--- src/shared/dtec_pkg.sv ---
package dtec_pkg;

   // Two timers share one mode byte, one nibble each.
   localparam int TIMERS       = 2;
   localparam int CYCLE_CLOCKS = 6;

   localparam logic [7:0] BYTE_ONES  = 8'hff;
   localparam logic [7:0] BYTE_ONE   = 8'h01;
   localparam logic [4:0] LOW5_ONES  = 5'h1f;
   localparam logic [4:0] LOW5_ONE   = 5'h01;
   localparam logic [15:0] WORD_ONE  = 16'h0001;
   localparam logic [7:0] COUNT_RESET = 8'h00;
   localparam logic       PIN_RESET_LEVEL = 1'b1;

   typedef enum logic [1:0] {
      DTEC_MODE_13BIT  = 2'h0,
      DTEC_MODE_16BIT  = 2'h1,
      DTEC_MODE_RELOAD = 2'h2,
      DTEC_MODE_SPLIT  = 2'h3
   } dtec_mode_t;

   // One nibble of the timer mode register, most significant field first.
   typedef struct packed {
      logic       gate;
      logic       func_counter;
      dtec_mode_t mode;
   } dtec_tmode_t;

   typedef struct packed {
      logic [7:0] high;
      logic [7:0] low;
   } dtec_count_t;

   typedef struct packed {
      logic [1:0] high_we;
      logic [1:0] low_we;
      logic [7:0] data;
   } dtec_write_t;

endpackage

--- src/rtl/dtec_top.sv ---
// Functional notes
// - Timer function counts once per machine cycle of six clocks.
// - Counter function samples pin each machine cycle, counts on high-then-low samples.
// - Count from a detected fall appears in the following machine cycle.
// - A fall needs two machine cycles, so external rate is clock over twelve maximum.
// - Optionally invert the timer's count pin each time its flag sets; in split mode pin 1 follows timer 0's high byte.
// - Function-select bit picks machine cycles or pin falls as count source.
// - Two-bit mode field gives four modes; mode 3 differs per timer.
// - Mode 0 is a 13-bit counter setting the flag on wrap to zero.
// - Count only while run is set and gate is clear or interrupt pin high; timer 0's split high byte needs only timer 1's run bit.
// - Mode 0 uses high byte plus low five bits; upper three low bits ignored.
// - Setting run resumes counting without clearing the count bytes.
// - Gate select is mode bit 7 for timer 1 and bit 3 for timer 0.
// - Mode 1 is mode 0 with all sixteen bits counting.
// - Mode 2 counts low byte, reloading it from the unchanged high byte.
// - Mode 3 stops timer 1; timer 0 splits, high byte uses timer 1 run and flag.
// - Overflow flags set by hardware, cleared on service or by software.
module dtec_top #(
   parameter int CYCLE_CLOCKS = dtec_pkg::CYCLE_CLOCKS
) (
   input  wire logic                          clock,
   input  wire logic                          rst,
   input  wire logic [7:0]                    timer_mode_register,
   input  wire logic [1:0]                    run_bit,
   input  wire logic [1:0]                    toggle_enable,
   input  wire logic [1:0]                    flag_clear,
   input  wire logic [1:0]                    interrupt_serviced,
   input  wire logic [1:0]                    external_interrupt_pin,
   input  wire dtec_pkg::dtec_write_t         count_write,
   input  wire logic [1:0]                    count_pin_in,
   output logic      [1:0]                    count_pin_out,
   output logic      [1:0]                    count_pin_oe,
   output dtec_pkg::dtec_count_t [1:0]        counts,
   output logic      [1:0]                    overflow_flag
);

   generate
      if (CYCLE_CLOCKS != dtec_pkg::CYCLE_CLOCKS) begin : g_bad_rate
         $error("dtec_top: the machine cycle is fixed at the documented length");
      end
   endgenerate

   ////////////////////////////////////////////////////////////////////////////
   // Machine cycle strobe and count pin sampling.

   dtec_pkg::dtec_tmode_t [1:0] tmode;
   logic                        mc_en;
   logic [1:0]                  fall;
   logic [1:0]                  gate_ok;
   logic [1:0]                  tick;
   logic                        split0;
   logic                        high0_tick;

   // Nibble 1 holds timer 1's gate at bit 7, nibble 0 timer 0's gate at bit 3.
   assign tmode = timer_mode_register;

   dtec_cycle_div #(
      .DIVIDE   (CYCLE_CLOCKS)
   ) u_div (
      .clock    (clock),
      .rst      (rst),
      .cycle_en (mc_en)
   );

   for (genvar n = 0; n < dtec_pkg::TIMERS; n++) begin : g_timer
      dtec_fall_detect u_fall (
         .clock    (clock),
         .rst      (rst),
         .cycle_en (mc_en),
         .pin      (count_pin_in[n]),
         .fall     (fall[n])
      );
      assign gate_ok[n] = run_bit[n] & (~tmode[n].gate | external_interrupt_pin[n]);
      // A fall seen at one strobe is counted at the next strobe.
      assign tick[n] = mc_en & gate_ok[n]
                     & (~tmode[n].func_counter | fall[n])
                     & ~((n == 1) && (tmode[n].mode == dtec_pkg::DTEC_MODE_SPLIT));
   end

   assign split0     = (tmode[0].mode == dtec_pkg::DTEC_MODE_SPLIT);
   assign high0_tick = split0 & mc_en & run_bit[1];

   ////////////////////////////////////////////////////////////////////////////
   // Count registers, overflow flags and pin toggles.

   dtec_pkg::dtec_count_t [1:0] next_counts;
   logic [1:0]                  next_flag;
   logic [1:0]                  next_pin_out;
   logic [1:0]                  ovf;
   logic [1:0]                  flag_set;
   logic                        high0_ovf;

   always_comb begin
      dtec_pkg::dtec_count_t c;
      c          = '0;
      ovf        = '0;
      high0_ovf  = 1'b0;
      flag_set   = '0;
      for (int n = 0; n < dtec_pkg::TIMERS; n++) begin
         c = counts[n];
         if (tick[n]) begin
            unique case (tmode[n].mode)
               dtec_pkg::DTEC_MODE_13BIT: begin
                  // The upper three low bits are left alone.
                  if (c.low[4:0] == dtec_pkg::LOW5_ONES) begin
                     ovf[n] = (c.high == dtec_pkg::BYTE_ONES);
                     c.high = c.high + dtec_pkg::BYTE_ONE;
                  end
                  c.low[4:0] = c.low[4:0] + dtec_pkg::LOW5_ONE;
               end
               dtec_pkg::DTEC_MODE_16BIT: begin
                  ovf[n] = (c == {dtec_pkg::BYTE_ONES, dtec_pkg::BYTE_ONES});
                  c      = c + dtec_pkg::WORD_ONE;
               end
               dtec_pkg::DTEC_MODE_RELOAD: begin
                  ovf[n] = (c.low == dtec_pkg::BYTE_ONES);
                  c.low  = ovf[n] ? c.high : c.low + dtec_pkg::BYTE_ONE;
               end
               dtec_pkg::DTEC_MODE_SPLIT: begin
                  ovf[n] = (c.low == dtec_pkg::BYTE_ONES);
                  c.low  = c.low + dtec_pkg::BYTE_ONE;
               end
            endcase
         end
         if ((n == 0) && high0_tick) begin
            high0_ovf = (c.high == dtec_pkg::BYTE_ONES);
            c.high    = c.high + dtec_pkg::BYTE_ONE;
         end
         if (count_write.high_we[n]) begin
            c.high = count_write.data;
         end
         if (count_write.low_we[n]) begin
            c.low = count_write.data;
         end
         next_counts[n] = c;
      end
      // While timer 0 is split, timer 1 keeps counting but its flag belongs
      // to timer 0's high byte.
      flag_set[0] = ovf[0];
      flag_set[1] = (ovf[1] & ~split0) | high0_ovf;
      // A set in the same cycle as a clear wins, so no overflow is lost.
      next_flag    = flag_set | (overflow_flag & ~(flag_clear | interrupt_serviced));
      next_pin_out = count_pin_out ^ (toggle_enable & flag_set);
   end

   always_ff @(posedge clock or posedge rst) begin
      if (rst) begin
         counts        <= '0;
         overflow_flag <= '0;
         count_pin_out <= {dtec_pkg::TIMERS{dtec_pkg::PIN_RESET_LEVEL}};
      end else begin
         counts        <= next_counts;
         overflow_flag <= next_flag;
         count_pin_out <= next_pin_out;
      end
   end

   // The pin is only driven while its toggle feature is enabled, so it stays
   // usable as a count input otherwise.
   assign count_pin_oe = toggle_enable;

   ////////////////////////////////////////////////////////////////////////////
   // Checks.

   logic [15:0] cnt0;
   logic [15:0] cnt1;
   logic        no_wr0;
   logic        no_wr1;

   assign cnt0   = counts[0];
   assign cnt1   = counts[1];
   assign no_wr0 = ~count_write.high_we[0] & ~count_write.low_we[0];
   assign no_wr1 = ~count_write.high_we[1] & ~count_write.low_we[1];
endmodule // dtec_top

--- src/rtl/dtec_cycle_div.sv ---
module dtec_cycle_div #(
   parameter int DIVIDE = dtec_pkg::CYCLE_CLOCKS
) (
   input  wire logic clock,
   input  wire logic rst,
   output logic      cycle_en
);

   localparam int W = (DIVIDE > 2) ? $clog2(DIVIDE) : 1;
   localparam logic [W-1:0] LAST = W'(DIVIDE - 1);
   localparam logic [W-1:0] STEP = W'(1);

   generate
      if (DIVIDE < 2) begin : g_bad
         $error("dtec_cycle_div: DIVIDE must be at least 2");
      end
   endgenerate

   logic [W-1:0] count;
   logic [W-1:0] next_count;
   logic         next_cycle_en;

   always_comb begin
      next_count    = (count == LAST) ? '0 : count + STEP;
      next_cycle_en = (count == LAST);
   end

   always_ff @(posedge clock or posedge rst) begin
      if (rst) begin
         count    <= '0;
         cycle_en <= 1'b0;
      end else begin
         count    <= next_count;
         cycle_en <= next_cycle_en;
      end
   end

endmodule // dtec_cycle_div

--- src/rtl/dtec_fall_detect.sv ---
module dtec_fall_detect (
   input  wire logic clock,
   input  wire logic rst,
   input  wire logic cycle_en,
   input  wire logic pin,
   output logic      fall
);

   // The pin is looked at once per machine cycle only; the fall flag then
   // stands for the whole following machine cycle.
   logic sample;
   logic next_sample;
   logic next_fall;

   always_comb begin
      next_sample = cycle_en ? pin : sample;
      next_fall   = cycle_en ? (sample & ~pin) : fall;
   end

   always_ff @(posedge clock or posedge rst) begin
      if (rst) begin
         sample <= 1'b0;
         fall   <= 1'b0;
      end else begin
         sample <= next_sample;
         fall   <= next_fall;
      end
   end

endmodule // dtec_fall_detect

--- config.mk ---
export PLATFORM = sky130hd
export DESIGN_NAME = dtec_top
export DESIGN_NICKNAME = d
export VERILOG_FILES = /design/src/shared/dtec_pkg.sv /design/src/rtl/dtec_top.sv /design/src/rtl/dtec_cycle_div.sv /design/src/rtl/dtec_fall_detect.sv
export SDC_FILE = /design/constraint.sdc
export NUM_CORES = 1
export LEC_CHECK = 0
export ABC_AREA = 1
export BUFFER_PORTS_ARGS = -buffer_cell sky130_fd_sc_hd__buf_2
export CAP_MARGIN = 10
export CORE_MARGIN = 4
export CORE_UTILIZATION = 55
export CTS_CLUSTER_DIAMETER = 30
export CTS_CLUSTER_SIZE = 14
export DETAILED_ROUTE_END_ITERATION = 10
export GPL_TIMING_DRIVEN = 0
export PLACE_DENSITY = 0.88
export SLEW_MARGIN = 20
export SYNTH_ARGS = -nofsm -noshare
export SYNTH_HDL_FRONTEND = slang
export SYNTH_SLANG_ARGS = --single-unit
--- constraint.sdc ---
create_clock -name clock -period 3.7 [get_ports clock]
set_clock_uncertainty 0.1 [all_clocks]
set_input_delay 0.185 -clock clock [delete_from_list [all_inputs] [get_ports clock]]
set_output_delay 0.185 -clock clock [all_outputs]
set_load 0.05 [all_outputs]
### After elaboration in Yosys (flattened, before gate mapping)

Index checks and enable logic that the tools add are counted.

* bitwise gates (word level): 31
* multiplexer cells: 25
* reductions and logical operators: 13
* eq/ne operators: 17
* $add $sub $neg: 10

Operators by type and width (number)
* $mux W8: 9
* $add A8 B1 Y8 const B: 5
* $eq A8 B8 Y1 const B: 5
* $pmux W5 S4: 2
* $add A16 B1 Y16 const B: 2
* $eq A16 B16 Y1 const B: 2
* $mux W16: 2
* $pmux W8 S2: 2
* $pmux W3 S3: 2
* $and A1 B1 Y1: 12
* $add A5 B1 Y5 const B: 2
* $eq A5 B5 Y1 const B: 2
* $eq A2 B2 Y1 const B: 4
* $not A1 Y1: 8
* $reduce_bool A4 Y1: 2
* $pmux W1 S3: 2
* $reduce_bool A2 Y1: 3
* $mux W1: 5
* $or A1 B1 Y1: 5
* $and A2 B2 Y2: 2
* $eq A2 B1 Y1 const B: 2
* $logic_not A2 Y1: 2
* $or A2 B2 Y2: 2
* $reduce_and A2 Y1: 2
* other kinds (9): 10

* word-level logic and storage cells: 110
* output and inout port bits: 38
* register bits: 44
* bits of input ports: 34

### Depth between registers and ports, before layout

Gate-level depths: netlist (run 1).

* word-level depth: 11
* gate-level depth with buffers: 20
* depth with buffers taken out: 20

### By module

A second synthesis (run 1) with hierarchy kept.

* cell total of the unflattened synthesis: 530
* area total of the unflattened synthesis: 3607.2 µm²

By module, submodules not included
* dtec_top: cells an instance 492, times used 1, area an instance 3288.2 µm², seq. area each 903.4 µm²
* dtec_fall_detect: cells an instance 11, times used 2, area an instance 85.1 µm², seq. area each 50.0 µm²
* dtec_cycle_div: cells an instance 16, times used 1, area an instance 148.9 µm², seq. area each 100.1 µm²

### Worst setup path before layout (run 1)

Ideal clock, no wire load.

* path kind: reg2reg
* start point: register counts[0] in the netlist's numbering
* end point: register count_pin_out[1]
* stages on the path, launching flop included: 20
* arrival time: 2.598 ns
* setup slack: 0.926 ns
* library setup time: 0.076 ns
* path buffers: 0
* data required time: 3.524 ns
* period minus slack after synthesis: 2.774 ns
* cells stage by stage: dfrtp_1 > ha_1 > nand2_2 > nor2_4 > ha_1 > nand2_2 > nor2_4 > nand2_1 > a21oi_1 > o21ai_1 > nand2_1 > nand2_1 > nand2_1 > nand2_1 > nor2_2 > nand3_2 > nand2_2 > nand2_1 > nand2_1 > nand2_1

* longest elaborated chain between the ends: 9
* elaborated cells between the ends (all ways): 10
* classes of those cells: add/sub (1); eq/ne (2); mux (4); bitwise (3)

RTL lines
* start, declared: RTL line dtec_top.sv:33 `output dtec_pkg::dtec_count_t [1:0] counts,`
* start signal, assigned: RTL line dtec_top.sv:152 `counts <= next_counts;`
* branches (longest 2 deep; another with $add A16 B1 Y16)
* $pmux W8 S2 (*): RTL line dtec_top.sv:102 `unique case (tmode[n].mode)`
* $mux W16 (*): RTL line dtec_top.sv:101 `if (tick[n]) begin`
* $eq A8 B8 Y1 (*): RTL line dtec_top.sv:126 `high0_ovf = (c.high == dtec_pkg::BYTE_ONES);`
* $mux W1 (*): RTL line dtec_top.sv:125 `if ((n == 0) && high0_tick) begin`
* $or A1 B1 Y1 (*): RTL line dtec_top.sv:140 `flag_set[1] = (ovf[1] & ~split0) | high0_ovf;`
* $and A2 B2 Y2 (*): RTL line dtec_top.sv:143 `next_pin_out = count_pin_out ^ (toggle_enable & flag_set);`
* $xor A2 B2 Y2 (*): RTL line dtec_top.sv:143
* net next_pin_out[1]: RTL line dtec_top.sv:88 `logic [1:0] next_pin_out;`
* end signal, assigned: RTL line dtec_top.sv:150 `count_pin_out <= {dtec_pkg::TIMERS{dtec_pkg::PIN_RESET_LEVEL}};`
* end signal, assigned: RTL line dtec_top.sv:154 `count_pin_out <= next_pin_out;`
* end, declared: RTL line dtec_top.sv:31 `output logic [1:0] count_pin_out,`

Mark *: on every way through the listed nets, which the timed path passes. The select of a mux whose other input is x is not followed.
A chain may end at the register's enable or synchronous reset.

### Worst setup path in the final report (run 1)

* start point: register counts[1] in the netlist's numbering
* end point: register count_pin_out[1]

The elaborated chain is that of the path after synthesis.

==> results of run 1 <==
-- cells in the mapped netlist (6+ instances only) --
master	count	area (µm²)
a21oi_1	14	70.1
dfrtp_1	42	1050
ha_1	16	200
inv_1	79	297
nand2_1	127	477
nand2_2	10	62.6
nand3_1	36	180
nand4_1	9	56.3
nor2_1	57	214
o211ai_1	6	45.0
o21ai_0	30	150
o221ai_1	12	105
o22ai_1	11	68.8
xor2_1	10	87.6
-- layer usage --
layer / wire length, µm / part of all wire, % / GRT usage [%]
met1: 4330 / 39 / 34.7
met2: 5450 / 50 / 50.6
met3: 795 / 7.2 / 4.33
met4: 401 / 3.7 / 14.5
met5: 0 / 0 / 0
-- kinds of logic (layout without fill, tap and decap cells) --
kind of cell | Yosys count | count (layout)
AND/OR/NAND/NOR | 265 | 265
AO/OA/AOI/OAI | 100 | 100
buffers and inverters | 89 | 170
flip-flops | 44 | 44
adder cells (fa/ha/maj) | 16 | 16
XOR/XNOR | 15 | 15
-- power by group through the flow --
stage,sequential (µW),clock (µW),combinational [µW]
5_1_grt,606,336,558
6_report,599,317,513
4_1_cts,596,319,511
2_1_floorplan,743,0,219
3_5_place_dp,605,0,508
3_3_place_gp,604,0,492
-- worst max-delay path: stages (launching register included) --
cell and delay, ps:
dfrtp_1 450, ha_1 270, nand2_2 90, nor2_4 150, ha_1 320, nand2_2 120
nor2_4 170, nand2_1 80, a21oi_1 140, o21ai_1 90, nand2_1 100, nand2_1 60
nand2_1 120, nand2_1 100, nor2_2 100, nand3_2 90, nand2_2 90, nand2_1 50
nand2_1 50, nand2_1 50
-- how the worst max path moves through the flow --
stage	endpoint	cells past startpoint
2_1_floorplan	count_pin_out[1]	19
3_3_place_gp	count_pin_out[1]	19
3_5_place_dp	count_pin_out[1]	19
4_1_cts	count_pin_out[1]	19
5_1_grt	count_pin_out[1]	19
6_report	count_pin_out[1]	19
-- area by class of cell --
type	count	area, µm²
clock buffers	6	72.6
plain buffers	6	37.5
flip-flops and latches	44	1100
multi-input cells	396	2200
inverters	83	312
well taps	77	96.3
clock inverters	2	12.5
fillers	560	2170
repair buffers	73	385
-- per-stage QoR --
stage,cell area [µm²],utilization [%]
final,4220,66.0
after global routing,4220,66.0
after CTS,4220,66.0
after detailed placement,4120,64.5
after global placement,4100,64.2
after floorplan,3650,-
-- registers in the layout (all words and copies together), names as in the netlist --
signal and cells:
g_timer.u_fall.sample 2, counts 32, g_timer.u_fall.fall 2, overflow_flag 2, u_div.cycle_en 1, count_pin_out 2
u_div.count 3
==> run_results.csv, run 1 <==
group,metric,value,unit
worst_setup_path,cp.required,3850,ps
routing,drt-total-wl,11.0,mm
synthesis,synth_fa_ha_area_share,5.49,%
pwr,vdd_ir_drop_max,0.000222,V
sta,tns,0,ps
sta,fin_ws,851,ps
job,cap_violations,0,
synthesis,synth_compound_area_share,17.5,%
place,dp_slack,953,ps
synthesis,syn_area_per_cell,6.90,µm²
worst_setup_path,rr_worst_depth,19,
clock_network,cts_root_buf,"clkbuf_8",
pwr,clkPwrFrac,22.2,%
pwr,power.leakage,0.00213,µW
place,dpl.hpwl,8.68,mm
routing,vias,4025,
sta,grt_setup_unrepaired,"false",
routing,drt-initial-drc-count,346,
pwr,power.switching,627,µW
worst_setup_path,crit_fanout,7,
hold_path,hold_path_end,"counts[1]",
floorplanning,fp.dieH,89.4,µm
worst_setup_path,arrival,3000,ps
sta,slew_violations,0,
grt,overflow,0,
pwr,powerDensity,339,nW/µm²
floorplanning,start_util,57.1,%
worst_setup_path,cp-end-kind,"register",
synthesis,synth.net_count,579,
synthesis,synth.cell_area,3650,µm²
sta,setup_viol,0,
routing,ant_nets,0,
synthesis,netlist_instances,529,
synthesis,yosysWarnings,0,
pwr,combPwrFrac,35.9,%
routing,drc,0,
sta,fin_hold_ws,9.83,ps
clock_network,h-tree-depth,2,
worst_setup_path,path_class,"register to register",
synthesis,ys_ff_latch,44,
pwr,intPower,802,µW
synthesis,yosysSeqAreaShare,30.2,%
grt,antenna_found_initial,0,
routing,viasPerCell,5.86,
place,dp.cells,678,
grt,grt_start_max_net_pins,33,
synthesis,synth_xor_area_share,3.60,%
pwr,total_power,1430,µW
clock_network,cts_resized,0,
clock_network,cts_buffers,5,
cells_and_area,final_cell_mix,"nand2_1, inv_1, buf_2",
synthesis,synth-simple-area-share,33.6,%
cells_and_area,diodes,0,
floorplanning,io_pins,72,
worst_setup_path,reg2reg_setup_slack,850,ps
synthesis,synth_edf_count,0,
grt,grt_pass1_wl,18.1,mm
worst_setup_path,cp-startpoint,"counts[1]",
floorplanning,dieArea,8000,µm²
floorplanning,coreArea,6390,µm²
clock_network,cts_setup_buffers,0,
cells_and_area,nNetsFinal,659,
hold_path,hold_start,"count_write[1]",
synthesis,synth_async_sr_flop_share,100,%
outcome,status,"complete, no violations",
hold_path,min_path_cells,2,
synthesis,synth_top_family_by_area,"simple AND/OR/NAND/NOR gates",
routing,drt_first_pass_iters,5,
synthesis,yosys-mux-area-fraction,0,%
sta,fin_crit_sh,77.0,%
floorplanning,die_w,89.4,µm
sta,tightest_slew,544,ps
clock_network,cts_hold_buf,1,
pwr,swShare,43.9,%
sta,maxClockFrequency,351,MHz
clock_network,cts_buffer_depth,2,
cells_and_area,fin_cells,687,
clock_network,clk_pin_slew,90,ps
floorplanning,num_rows,29,
cells_and_area,final_common_cell,"nand2_1",
sta,relSlewSlack,63.5,%
worst_setup_path,worstSetupStartpointType,"register",
cells_and_area,drive_gt1_share,20.0,%
place,io_buffers,71,
cells_and_area,syn_to_final_growth,15.5,%
place,place_congestion,0.940,
clock_network,clkLatencyLatePin,320,ps
grt,first_global_vias,3974,
sta,hold_viol,0,
worst_setup_path,rr_endpoint,"count_pin_out[1]",
synthesis,ys_types,43,
worst_setup_path,r2r_start,"counts[1]",
sta,period_needed,2850,ps
pwr,p_seq_share,41.9,%
grt,grt_usage,29.0,%
clock_network,clock-sinks,44,
hold_path,min_path_type,"input pin to register",
routing,post_drt_wl_per_cell,16.0,µm
synthesis,synthFlopType,"dfrtp_1",
clock_network,cts_tree,"yes",
No activity file was read; power rests on OpenSTA's default activity.
==> inputs of run 2 (changes only) <==
--- a/config.mk
+++ b/config.mk
@@ -9,12 +9,12 @@
 export BUFFER_PORTS_ARGS = -buffer_cell sky130_fd_sc_hd__buf_2
 export CAP_MARGIN = 10
 export CORE_MARGIN = 4
-export CORE_UTILIZATION = 55
+export CORE_UTILIZATION = 51
 export CTS_CLUSTER_DIAMETER = 30
 export CTS_CLUSTER_SIZE = 14
 export DETAILED_ROUTE_END_ITERATION = 10
 export GPL_TIMING_DRIVEN = 0
-export PLACE_DENSITY = 0.88
+export PLACE_DENSITY = 0.86
 export SLEW_MARGIN = 20
 export SYNTH_ARGS = -nofsm -noshare
 export SYNTH_HDL_FRONTEND = slang
==> constraint.sdc (replaced) <==
create_clock -name clock -period 2.34 [get_ports clock]
set_clock_uncertainty 0.1 [all_clocks]
set_input_delay 0.117 -clock clock [delete_from_list [all_inputs] [get_ports clock]]
set_output_delay 0.117 -clock clock [all_outputs]
set_load 0.05 [all_outputs]
==> run_results.csv, run 2 (same netlist as run 1, synthesis figures left out) <==
group,metric,value,unit
outcome,status,"complete, but fails checks",
outcome,violations,"negative setup slack",
worst_setup_path,max_stage_delay,400,ps
routing,post_drt_wl_per_cell,15.5,µm
cells_and_area,fin_cells,726,
floorplanning,start_util,53.1,%
clock_network,cts_root_buf,"clkbuf_8",
worst_setup_path,worst-path-buf-inv,2,
worst_setup_path,r2r_start,"counts[0]",
floorplanning,io_pins,72,
sta,period_needed,2420,ps
clock_network,cts_tree,"yes",
routing,vias,4139,
cells_and_area,syn_to_final_growth,24.7,%
cells_and_area,largest-register,"counts",
grt,first_global_vias,3894,
sta,tightest_slew,577,ps
hold_path,min_path_cells,3,
grt,antenna_found_initial,0,
worst_setup_path,crit_fanout,6,
job,cap_violations,0,
clock_network,h-tree-depth,2,
routing,drt-total-wl,11.3,mm
sta,setup_viol,6,
routing,drt_first_pass_iters,5,
place,dp_slack,-139,ps
worst_setup_path,cp.required,2410,ps
clock_network,clock-sinks,44,
cells_and_area,largest_reg_flops,32,
routing,drt-initial-drc-count,309,
worst_setup_path,reg2reg_setup_slack,-80,ps
sta,slew_violations,0,
floorplanning,dieArea,8570,µm²
clock_network,clk_pin_slew,90,ps
grt,grt_start_max_net_pins,28,
floorplanning,fp.dieH,92.6,µm
place,place_congestion,0.953,
clock_network,clkLatencyLatePin,300,ps
worst_setup_path,arrival,2490,ps
routing,drc,0,
sta,fin_ws,-77.1,ps
hold_path,min_path_type,"input pin to register",
grt,grt_usage,25.8,%
worst_setup_path,worstSetupStartpointType,"register",
hold_path,hold_path_end,"counts[26]",
worst_setup_path,critical_path.slowest_cell,"dfrtp_2",
worst_setup_path,worst-path-stages,17,
cells_and_area,final_common_cell,"nand2_1",
cells_and_area,diodes,0,
sta,hold_viol,0,
grt,overflow,0,
pwr,powerDensity,507,nW/µm²
clock_network,cts_buffer_depth,2,
worst_setup_path,path_class,"register to register",
worst_setup_path,crit_chain,"ha_4 -> nand2_4 -> nor2_4 -> ha_4 -> buf_6 -> o21ai_2 -> nor2_1 -> nor2_1 -> nand2_1 -> nand2_2 -> inv_2 -> ha_4 -> nand3_2 -> nor2_4 -> nand2_1 -> nand2_1 -> o22ai_1",
floorplanning,coreArea,6870,µm²
sta,relSlewSlack,61.4,%
clock_network,cts_buffers,5,
sta,grt_setup_unrepaired,"true",
worst_setup_path,rr_worst_depth,17,
cells_and_area,final_cell_mix,"nand2_1, inv_1, buf_2",
worst_setup_path,cp-end-kind,"register",
hold_path,hold_start,"count_write[2]",
sta,fin_crit_sh,103,%
worst_setup_path,crit_family,"simple AND/OR/NAND/NOR gates",
routing,ant_nets,0,
grt,grt_pass1_wl,18.0,mm
floorplanning,die_w,92.6,µm
place,dp.cells,697,
floorplanning,num_rows,30,
sta,maxClockFrequency,414,MHz
cells_and_area,reg_top3,"counts (32), u_div.count (3)",
cells_and_area,nNetsFinal,679,
place,io_buffers,71,
place,dpl.hpwl,8.48,mm
routing,viasPerCell,5.70,
cells_and_area,drive_gt1_share,24.8,%
worst_setup_path,rr_endpoint,"counts[14]",
pwr,vdd_ir_drop_max,0.000297,V
pwr,power.leakage,0.00224,µW
run 2: changes by cell type in the layout (fill, tap and decap cells not counted), moves of 4 or more:
cell and change:
nand2_1 -6, nand2_2 +4, dfrtp_2 +5, dlygate4sd3_1 +11
buf_4 +8, dfrtp_1 -5
run 2: through the flow:
step	setup TNS [ps]	total power (µW)	cell area, µm²	util, %	hold slack (ps)
finish	-247	2310	4550	66.2	18.6
detailed placement	-238	1770	4200	61.2	35.6
floorplan	-96.3	1540	3710	-	114
CTS	0	2270	4410	64.3	0.689
global route	-1360	2420	4550	66.2	5.74
global placement	-52.5	1750	4180	60.9	252
run 2: area by class of cell:
cell class	count	area [µm²]
Fill cell	566	2320
Multi-Input combinational cell	396	2320
Sequential cell	44	1110
Timing Repair Buffer	93	567
Inverter	83	312
Tap cell	96	120
Clock buffer	6	72.6
Buffer	6	37.5
Clock inverter	2	12.5
run 2: worst max-delay path by stage:
| stage | slack, ps | start | endpoint |
|---|---|---|---|
| 4_1_cts | 3 | counts[1] | count_pin_out[1] |
| 3_3_place_gp | -50 | counts[1] | count_pin_out[1] |
| 5_1_grt | -250 | counts[0] | counts[14] |
| 3_5_place_dp | -140 | counts[0] | count_pin_out[1] |
| 2_1_floorplan | -70 | counts[0] | count_pin_out[1] |
| 6_report | -80 | counts[0] | counts[14] |
run 2: per-layer routing:
layer | global-route usage (%) | share of wire [%]
met1 | 32.6 | 40
met2 | 44.9 | 50
met3 | 4.06 | 8.3
met4 | 8.54 | 1.9
met5 | 0 | 0
run 2: repair_timing:
action	4_1_cts	5_1_grt
gates resized for setup	1	23
endpoints found under the setup margin	6	14
hold buffers	10	2
pin swaps	1	15
setup buffers	3	6
endpoints found under the hold margin	26	2
run 2: worst register-to-register path, cell delays in order, from the launching register on:
cell     delay, ps
dfrtp_2        400
ha_4           170
nand2_4         60
nor2_4         140
ha_4           200
buf_6          110
o21ai_2         50
nor2_1         130
nor2_1          50
nand2_1         80
nand2_2         90
inv_2           90
ha_4           130
nand3_2        120
nor2_4         150
nand2_1         70
nand2_1         60
o22ai_1         90
run 2: report_power, final:
group          leakage [µW]  switching [µW]  internal [µW]
Combinational       0.00167             612            260
Clock             0.0000412             276            209
Sequential         0.000528             117            835
